$ cat config.mk
export PLATFORM = sky130hd
export DESIGN_NAME = srs_regs
export DESIGN_NICKNAME = d
export VERILOG_FILES = /design/src/core/srs_pkg.sv /design/src/core/srs_regs.sv /design/src/core/srs_word_serdes.sv
export SDC_FILE = /design/constraint.sdc
export NUM_CORES = 1
export LEC_CHECK = 0
export BUFFER_PORTS_ARGS = -buffer_cell sky130_fd_sc_hd__clkbuf_2
export CAP_MARGIN = 20
export CORE_MARGIN = 2
export CORE_UTILIZATION = 30
export CTS_CLUSTER_DIAMETER = 200
export DETAILED_ROUTE_END_ITERATION = 6
export PLACE_DENSITY = 0.49
export RECOVER_POWER = 50
export SYNTH_ARGS = -nofsm -noshare
export SYNTH_HDL_FRONTEND = slang
export SYNTH_SLANG_ARGS = --single-unit
$ cat constraint.sdc
create_clock -name clk_i -period 4 [get_ports clk_i]
set_input_delay 0.8 -clock clk_i [delete_from_list [all_inputs] [get_ports clk_i]]
set_output_delay 0.8 -clock clk_i [all_outputs]
set_load 0.02 [all_outputs]
$ cat src/core/srs_pkg.sv
// Constants and carrier types for the sensor result and status register bank.
// Assumes a byte-level front end that has already removed bus framing and checksums.
//
// Functional notes
// Only status and command registers accept writes; all others are write protected.
// Command value 6C32 at 0x22 enters sleep and powers down conditioning.
// Command value B169 resets and reruns reload plus memory checksum check.
// Temperature result at 0x2E is read-only; each load sets temperature-updated.
// Pressure result at 0x30 is read-only; each load sets pressure-updated.
// Results never update after a configuration memory checksum error.
// Host waits for both update flags seen set before trusting results; the host model gives up after 50 status reads.
// Copy bits 15:5 and 0 always equal main status bits.
// Result reads copy their update flag into copy bits 3 and 4.
// Reading a result clears its update flag in main status.
// Update while update flag still set raises missed bit 14 or 15.
// Status bit 0 reads 1 when idle, 0 when busy.
// Bits 7, 8, 11 flag supply failure, bridge check failure, bus checksum error.
// Bit 10 shows saturation of the current result computation.
// Event flags stay set until written one at 0x36; copy writes ignored.
// Writing FFFF to main status clears every event flag.
// Status-type flags follow the live hardware condition.
// Serial number low word at 0x50, high word at 0x52, read-only.
// Burst of three words from 0x2E returns temperature, pressure, copy.
// Accesses are whole words at even addresses.
// Each word goes low byte first, high byte second, MSB first.
// Other command values are ignored.
// Reserved status bits read zero and ignore writes.
package srs_pkg;
    localparam logic [7:0] ADDR_CMD = 8'h22;
    localparam logic [7:0] ADDR_TEMP = 8'h2E;
    localparam logic [7:0] ADDR_PRES = 8'h30;
    localparam logic [7:0] ADDR_COPY = 8'h32;
    localparam logic [7:0] ADDR_STAT = 8'h36;
    localparam logic [7:0] ADDR_SER_LO = 8'h50;
    localparam logic [7:0] ADDR_SER_HI = 8'h52;
    localparam logic [7:0] WORD_STEP = 8'h02;
    localparam logic [15:0] CMD_SLEEP = 16'h6C32;
    localparam logic [15:0] CMD_RESET = 16'hB169;
    localparam logic [15:0] CLEAR_ALL = 16'hFFFF;
    localparam int BIT_IDLE = 0;
    localparam int BIT_PRES_UP = 3;
    localparam int BIT_TEMP_UP = 4;
    localparam int BIT_SUPPLY = 7;
    localparam int BIT_BRIDGE = 8;
    localparam int BIT_SAT = 10;
    localparam int BIT_COM_CRC = 11;
    localparam int BIT_PRES_MISS = 14;
    localparam int BIT_TEMP_MISS = 15;
    // Event bits that software clears by writing one
    localparam logic [15:0] EVENT_MASK = 16'hC998;
    // Bits of the copy that mirror main status live
    localparam logic [15:0] MIRROR_MASK = 16'hFFE1;
    localparam logic [15:0] RESULT_RESET = 16'h0000;
    localparam logic [15:0] SER_RESET = 16'h0000;
    localparam int RELOAD_CYCLES = 16;

    typedef enum logic [1:0] {
        SRS_RELOAD = 2'b00,
        SRS_RUN = 2'b01,
        SRS_SLEEP = 2'b10
    } srs_power_type;

    // One result load from the measurement datapath
    typedef struct packed {
        logic temp_load;
        logic [15:0] temp_value;
        logic pres_load;
        logic [15:0] pres_value;
    } srs_result_type;

    // Live conditions and one-cycle events from other modules
    typedef struct packed {
        logic busy;
        logic saturated;
        logic supply_fail;
        logic bridge_fail;
        logic com_crc_error;
    } srs_cond_type;
endpackage : srs_pkg

$ cat src/core/srs_regs.sv
// Register bank: command, results, main status, captured status copy, serial number.
// Assumes single-cycle events from same-clock logic; framing and checksum live upstream.
`timescale 1ns/1ps
module srs_regs (
    input wire logic clk_i,
    input wire logic rst_i,
    input wire logic start_i,
    input wire logic [7:0] start_addr_i,
    input wire logic byte_wr_i,
    input wire logic [7:0] wr_byte_i,
    input wire logic byte_rd_i,
    output logic [7:0] rd_byte_o,
    input wire srs_pkg::srs_result_type result_i,
    input wire srs_pkg::srs_cond_type cond_i,
    input wire logic nvm_crc_ok_i,
    input wire logic reload_done_i,
    input wire logic [15:0] serial_lo_i,
    input wire logic [15:0] serial_hi_i,
    output logic sleep_o,
    output logic reload_o,
    output logic nvm_check_o,
    output logic [15:0] temperature_o,
    output logic [15:0] pressure_o
);
    // ==========================================================
    // Byte sequencing
    // ==========================================================
    logic [7:0] word_addr;
    logic word_wr;
    logic word_rd;
    logic [15:0] wr_word;
    logic [15:0] rd_word;

    srs_word_serdes u_serdes (
        .clk_i(clk_i),
        .rst_i(rst_i),
        .start_i(start_i),
        .start_addr_i(start_addr_i),
        .byte_wr_i(byte_wr_i),
        .wr_byte_i(wr_byte_i),
        .byte_rd_i(byte_rd_i),
        .rd_word_i(rd_word),
        .rd_byte_o(rd_byte_o),
        .word_addr_o(word_addr),
        .word_wr_o(word_wr),
        .word_rd_o(word_rd),
        .wr_word_o(wr_word)
    );

    // ==========================================================
    // Power state
    // ==========================================================
    srs_pkg::srs_power_type state_r;
    srs_pkg::srs_power_type state_nxt;
    logic [4:0] reload_cnt_r;
    logic crc_bad_r;
    logic reload_end;

    // Only status and command accept writes; other addresses fall through
    wire cmd_wr = word_wr && (word_addr == srs_pkg::ADDR_CMD);
    wire stat_wr = word_wr && (word_addr == srs_pkg::ADDR_STAT);
    wire cmd_sleep = cmd_wr && (wr_word == srs_pkg::CMD_SLEEP);
    wire cmd_reset = cmd_wr && (wr_word == srs_pkg::CMD_RESET);
    // Other command codes match neither decode and change nothing

    // Reload lasts a minimum count so the outside loader sees the request
    assign reload_end = reload_done_i && (reload_cnt_r == 5'(srs_pkg::RELOAD_CYCLES - 1));

    always_comb begin
        state_nxt = state_r;
        unique case (state_r)
            srs_pkg::SRS_RELOAD: begin
                if (reload_end) begin
                    state_nxt = srs_pkg::SRS_RUN;
                end
            end
            srs_pkg::SRS_RUN: begin
                if (cmd_reset) begin
                    state_nxt = srs_pkg::SRS_RELOAD;
                end else if (cmd_sleep) begin
                    state_nxt = srs_pkg::SRS_SLEEP;
                end
            end
            srs_pkg::SRS_SLEEP: begin
                // Only reset wakes the device; sleep exits via the power-up path
                if (cmd_reset) begin
                    state_nxt = srs_pkg::SRS_RELOAD;
                end
            end
            default: state_nxt = srs_pkg::SRS_RELOAD;
        endcase
    end

    always_ff @(posedge clk_i) begin
        if (rst_i) begin
            state_r <= srs_pkg::SRS_RELOAD;
            reload_cnt_r <= 5'h00;
            crc_bad_r <= 1'b0;
        end else begin
            state_r <= state_nxt;
            if (state_r != srs_pkg::SRS_RELOAD || state_nxt != srs_pkg::SRS_RELOAD) begin
                reload_cnt_r <= 5'h00;
            end else if (reload_cnt_r != 5'(srs_pkg::RELOAD_CYCLES - 1)) begin
                reload_cnt_r <= reload_cnt_r + 5'h01;
            end
            if (reload_end) begin
                crc_bad_r <= !nvm_crc_ok_i;
            end
        end
    end

    assign sleep_o = (state_r == srs_pkg::SRS_SLEEP);
    assign reload_o = (state_r == srs_pkg::SRS_RELOAD);
    assign nvm_check_o = reload_end;

    // ==========================================================
    // Result registers
    // ==========================================================
    logic [15:0] temp_r;
    logic [15:0] pres_r;
    logic [15:0] ser_lo_r;
    logic [15:0] ser_hi_r;

    // Loads only while running with good memory: a bad checksum freezes both
    wire res_ok = (state_r == srs_pkg::SRS_RUN) && !crc_bad_r;
    wire temp_load = result_i.temp_load && res_ok;
    wire pres_load = result_i.pres_load && res_ok;
    wire temp_rd = word_rd && (word_addr == srs_pkg::ADDR_TEMP);
    wire pres_rd = word_rd && (word_addr == srs_pkg::ADDR_PRES);

    always_ff @(posedge clk_i) begin
        if (rst_i) begin
            temp_r <= srs_pkg::RESULT_RESET;
            pres_r <= srs_pkg::RESULT_RESET;
            ser_lo_r <= srs_pkg::SER_RESET;
            ser_hi_r <= srs_pkg::SER_RESET;
        end else begin
            if (temp_load) begin
                temp_r <= result_i.temp_value;
            end
            if (pres_load) begin
                pres_r <= result_i.pres_value;
            end
            // Serial number is latched from configuration memory during reload
            if (state_r == srs_pkg::SRS_RELOAD) begin
                ser_lo_r <= serial_lo_i;
                ser_hi_r <= serial_hi_i;
            end
        end
    end

    assign temperature_o = temp_r;
    assign pressure_o = pres_r;

    // ==========================================================
    // Status flags
    // ==========================================================
    logic [15:0] event_r;
    logic [15:0] event_set;
    logic [15:0] event_clr;
    logic [15:0] live;
    logic [15:0] main_status;
    logic [4:3] copy_r;
    logic [15:0] copy_status;

    always_comb begin
        event_set = 16'h0000;
        event_set[srs_pkg::BIT_TEMP_UP] = temp_load;
        event_set[srs_pkg::BIT_PRES_UP] = pres_load;
        event_set[srs_pkg::BIT_TEMP_MISS] = temp_load && event_r[srs_pkg::BIT_TEMP_UP];
        event_set[srs_pkg::BIT_PRES_MISS] = pres_load && event_r[srs_pkg::BIT_PRES_UP];
        event_set[srs_pkg::BIT_SUPPLY] = cond_i.supply_fail;
        event_set[srs_pkg::BIT_BRIDGE] = cond_i.bridge_fail;
        event_set[srs_pkg::BIT_COM_CRC] = cond_i.com_crc_error;
    end

    always_comb begin
        // Clear by write-one at main status only, never at the copy
        event_clr = stat_wr ? (wr_word & srs_pkg::EVENT_MASK) : 16'h0000;
        event_clr[srs_pkg::BIT_TEMP_UP] = event_clr[srs_pkg::BIT_TEMP_UP] || temp_rd;
        event_clr[srs_pkg::BIT_PRES_UP] = event_clr[srs_pkg::BIT_PRES_UP] || pres_rd;
    end

    always_comb begin
        live = 16'h0000;
        live[srs_pkg::BIT_IDLE] = !cond_i.busy && (state_r == srs_pkg::SRS_RUN);
        live[srs_pkg::BIT_SAT] = cond_i.saturated;
    end

    always_ff @(posedge clk_i) begin
        if (rst_i) begin
            event_r <= 16'h0000;
            copy_r <= 2'b00;
        end else begin
            // Set wins over a clear in the same cycle so no event is lost
            event_r <= ((event_r & ~event_clr) | event_set) & srs_pkg::EVENT_MASK;
            if (temp_rd) begin
                copy_r[srs_pkg::BIT_TEMP_UP] <= event_r[srs_pkg::BIT_TEMP_UP];
            end
            if (pres_rd) begin
                copy_r[srs_pkg::BIT_PRES_UP] <= event_r[srs_pkg::BIT_PRES_UP];
            end
        end
    end

    assign main_status = event_r | live;
    assign copy_status = (main_status & srs_pkg::MIRROR_MASK) | {11'h000, copy_r, 3'h0};

    // ==========================================================
    // Read data
    // ==========================================================
    // Consecutive word addresses from 0x2E give temperature, pressure, copy
    always_comb begin
        unique case (word_addr)
            srs_pkg::ADDR_TEMP: rd_word = temp_r;
            srs_pkg::ADDR_PRES: rd_word = pres_r;
            srs_pkg::ADDR_COPY: rd_word = copy_status;
            srs_pkg::ADDR_STAT: rd_word = main_status;
            srs_pkg::ADDR_SER_LO: rd_word = ser_lo_r;
            srs_pkg::ADDR_SER_HI: rd_word = ser_hi_r;
            default: rd_word = 16'h0000;
        endcase
    end
endmodule : srs_regs

$ cat src/core/srs_word_serdes.sv
// Word to byte sequencer: splits read words and joins written bytes.
// Assumes the bus front end hands one byte per strobe, MSB-first shifting done upstream.
`timescale 1ns/1ps
module srs_word_serdes (
    input wire logic clk_i,
    input wire logic rst_i,
    input wire logic start_i,
    input wire logic [7:0] start_addr_i,
    input wire logic byte_wr_i,
    input wire logic [7:0] wr_byte_i,
    input wire logic byte_rd_i,
    input wire logic [15:0] rd_word_i,
    output logic [7:0] rd_byte_o,
    output logic [7:0] word_addr_o,
    output logic word_wr_o,
    output logic word_rd_o,
    output logic [15:0] wr_word_o
);
    logic [7:0] addr_r;
    logic [7:0] addr_nxt;
    logic hi_r;
    logic [7:0] low_r;
    logic [7:0] rd_byte_r;
    logic [7:0] hold_hi_r;

    // Word address stays even whatever the host sent
    assign addr_nxt = start_i ? {start_addr_i[7:1], 1'b0} : addr_r + srs_pkg::WORD_STEP;
    assign word_addr_o = addr_r;
    // Word moves on the low-byte read and the high-byte write
    assign word_rd_o = byte_rd_i && !hi_r && !start_i;
    assign word_wr_o = byte_wr_i && hi_r && !start_i;
    assign wr_word_o = {wr_byte_i, low_r};
    assign rd_byte_o = rd_byte_r;

    always_ff @(posedge clk_i) begin
        if (rst_i) begin
            addr_r <= 8'h00;
            hi_r <= 1'b0;
            low_r <= 8'h00;
            rd_byte_r <= 8'h00;
            hold_hi_r <= 8'h00;
        end else if (start_i) begin
            addr_r <= addr_nxt;
            hi_r <= 1'b0;
        end else if (byte_wr_i || byte_rd_i) begin
            hi_r <= !hi_r;
            if (byte_wr_i && !hi_r) begin
                low_r <= wr_byte_i;
            end
            if (byte_rd_i && !hi_r) begin
                rd_byte_r <= rd_word_i[7:0];
                hold_hi_r <= rd_word_i[15:8];
            end else if (byte_rd_i) begin
                rd_byte_r <= hold_hi_r;
            end
            if (hi_r) begin
                addr_r <= addr_nxt;
            end
        end
    end
endmodule : srs_word_serdes

==> results by group <==
Outcome
  • Status: complete, no violations

STA
  • Fin crit share: 68.3%
  • Rel. slew slack: 17.4%
  • Max-slew violation count: 0
  • Final setup fails: 0
  • Max Freq: 0.366 GHz
  • Fin. Hold Viols: 0
  • Worst Max-Slew Pin Slew: 1240 ps
  • Worst Skew: 9.81 ps
  • Hold Slack: 453 ps
  • Fin worst setup slack: 1270 ps
  • Final Critical Period: 2730 ps
  • Setup TNS: 0 ps
  • Unrepaired setup endpoints after global routing: false

Worst setup path
  • CP Class: register to output port
  • CP endpoint kind: output port
  • Crit-path leading delay family: adder cells
  • CP max stage cell: dfxtp_1
  • Setup crit start kind: register
  • CP arrival: 1930 ps
  • Critical Path RT: 3200 ps
  • R2r startpoint: u_serdes.word_addr_o[1]
  • Largest stage delay, worst path: 360 ps
  • Cells along the critical path: ha_1 > and3_1 > ha_1 > and2_0 > clkbuf_2
  • R2R Path End: u_serdes.rd_byte_o[4]
  • CP startpoint: reload_cnt_r[0]
  • Critical path fanouts, max: 7
  • Reg2Reg Setup Slack: 1550 ps
  • Most used cell, CP: ha_1
  • R2R depth: 5
  • WP buf/inv: 1

Synth
  • Area share of the largest cell type after synthesis: 43.2%
  • Synth area leader: dfxtp_1
  • Most numerous cell in the Yosys netlist: nand2_1
  • Post-synth cell types: 61
  • Syn Std Cell Area: 5240 um^2
  • Mapped Nets: 751
  • Synth top cells by count: nand2_1 (147), dfxtp_1 (113), a21oi_1 (83)
  • Area contributors post-synth: dfxtp_1 (43%), nand2_1 (11%), a21oi_1 (7.9%), nor2_1 (2.7%), nand3_1 (2.7%)
  • Synth Register Bits: 113
  • Seq/Total Area, Yosys: 43.2%
  • Post-synth EDFFs: 0
  • Primary FF master, synth: dfxtp_1
  • Syn_area_per_cell: 8.03 um^2
  • FFs w/ async S/R, synth: 0%
  • Post-Synthesis Cells: 652
  • Ys Warns: 0

Routing
  • Initial DRC count: 383
  • Post-route DRC: 0
  • 1st-pass router iterations: 6
  • DRT Wirelength: 16.9 mm
  • Final ANT Viol Nets: 0
  • Wire per inst: 16.9 um
  • Vias/cell: 5.07
  • DR vias: 5068

Clock network
  • Buffer count from post-CTS setup fixing: 0
  • Clock sink count: 113
  • Worst-path clk slew: 50 ps
  • H-tree levels: 4
  • Root Buffer: clkbuf_16
  • Clk_lat worst skew: 420 ps
  • CTS Buf Count: 17
  • Clock Tree Buf Depth: 2
  • Post-CTS resize count: 0
  • Post-CTS Hold Buffers: 0
  • TritonCTS clock tree: yes

Global routing
  • All-Layer GR Usage: 18.4%
  • Total gr overflow: 0
  • Pin count of the biggest net entering global routing: 61
  • Initial antenna violation count: 1
  • Vias in the first global route: 4799
  • First-pass GRT wire length: 26.0 mm

Layout
  • Antenna diodes: 0
  • Area growth, synth to finish: 26.7%
  • Util after Layout: 38.6%
  • Post-route design area: 6640 um^2
  • Layout cells sized above 1: 19.0%
  • Post-layout nets: 861

Place
  • HPWL Detailed: 12.5 mm
  • DP Worst Slack: 1570 ps
  • Placed inst area: 6040 um^2
  • GPL Wtd Cong: 0.860
  • # port buffers: 135

Die
  • Num rows: 48
  • Horiz. Die Dim: 136 um
  • Starting density of the core: 30.5%
  • Full die area: 18500 um^2
  • Die height: 136 um
  • # IOs: 137
  • CORE AREA: 17200 um^2

Hold path
  • Hold Path Origin: ser_hi_r[8]
  • Number of cells on the worst hold path: 2
  • Hold crit path type: register to register
  • Hold endpoint: ser_hi_r[8]

Power and ir drop
  • Peak VDD IR: 0.302 mV
  • Leak Pwr: 2.63 nW
  • PD cells: 466 nW/um^2

Run
  • Max-Cap Viols: 0
## worst max-delay path by stage
stage | endpoint | slack [ps] | cells after the start
floorplan | nvm_check_o | 1780 | 6
CTS | nvm_check_o | 1290 | 5
detailed placement | state_r[0] | 1570 | 5
global placement | u_serdes.hold_hi_r[6] | 1600 | 7
finish | nvm_check_o | 1270 | 5
global route | nvm_check_o | 1140 | 5
## layer usage
metal | routed length (um) | GRT usage (%) | part of all wire [%] | vias to the layer above
li1 | - | - | - | 2509
met1 | 8310 | 26.6 | 49 | 2364
met2 | 7220 | 26.7 | 43 | 173
met3 | 1020 | 3.99 | 6.1 | 22
met4 | 300 | 6.89 | 1.8 | 0
met5 | 0 | 0 | 0 | -
## power by group
group / total, mW / leakage [nW] / internal [mW] / switching (mW)
Sequential: 1.20 / 0.925 / 1.16 / 0.0360
Combinational: 0.215 / 1.39 / 0.0886 / 0.127
Clock: 1.68 / 0.316 / 1.15 / 0.529
## layout make-up
| cell class | instances | area [um^2] |
|---|---|---|
| timing repair buffer | 141 | 668 |
| sequential | 113 | 2260 |
| tap | 225 | 282 |
| multi-input combinational | 471 | 2700 |
| clock buffer | 22 | 474 |
| clock inverter | 10 | 180 |
| inverter | 18 | 67.6 |
| fill | 1834 | 10500 |
## state kept, by name, summed over array words and instances (netlist names)
name	count
pressure_o	16
ser_hi_r	16
ser_lo_r	16
temperature_o	16
u_serdes.hold_hi_r	8
u_serdes.low_r	8
u_serdes.rd_byte_o	8
event_r	7
u_serdes.word_addr_o	7
reload_cnt_r	5
copy_r	2
state_r	2
crc_bad_r	1
u_serdes.hi_r	1
## cells in the final DEF (no fill, tap or decap), drive strengths merged, types with 3 or more instances in the layout
master	n
a2111oi	11
a211oi	8
a21oi	83
a221oi	4
a22oi	13
and2	6
and3	21
and4	8
buf	5
bufinv	5
clkbuf	158
clkinv	3
dfxtp	113
ha	5
inv	18
mux2i	8
nand2	147
nand3	28
nand3b	7
nor2	38
nor2b	7
nor3	6
nor3b	6
nor4	5
o211ai	3
o21ai	11
o41ai	4
or3	3
or4b	3
xnor2	4
xor2	5
## worst reg2reg max path, stage by stage, from the launching register on
cell and delay, ps:
dfxtp_1 360, ha_1 380, and2_1 420, and2_2 340, a2111oi_0 660, o41ai_1 140
## through the flow
stage | total power [mW] | instances
2_1_floorplan | 1.34 | 652
3_3_place_gp | 1.43 | 968
3_5_place_dp | 1.44 | 968
4_1_cts | 3.13 | 1000
5_1_grt | 3.19 | 1000
6_report | 3.09 | 1000
## cell families (layout without fill, tap and decap cells)
logic type	Yosys count	count (layout)	synth area share, %
and+or+nand+nor	298	298	28.2
AOI/OAI and AO/OA	151	151	19.1
xor gates and xnor gates	9	9	1.51
DFF	113	113	43.2
buffers and inverters	68	191	5.28
adders and majority gates	5	5	1.19
muxes	8	8	1.53
Note: power is estimated with default switching activity, not from simulation.
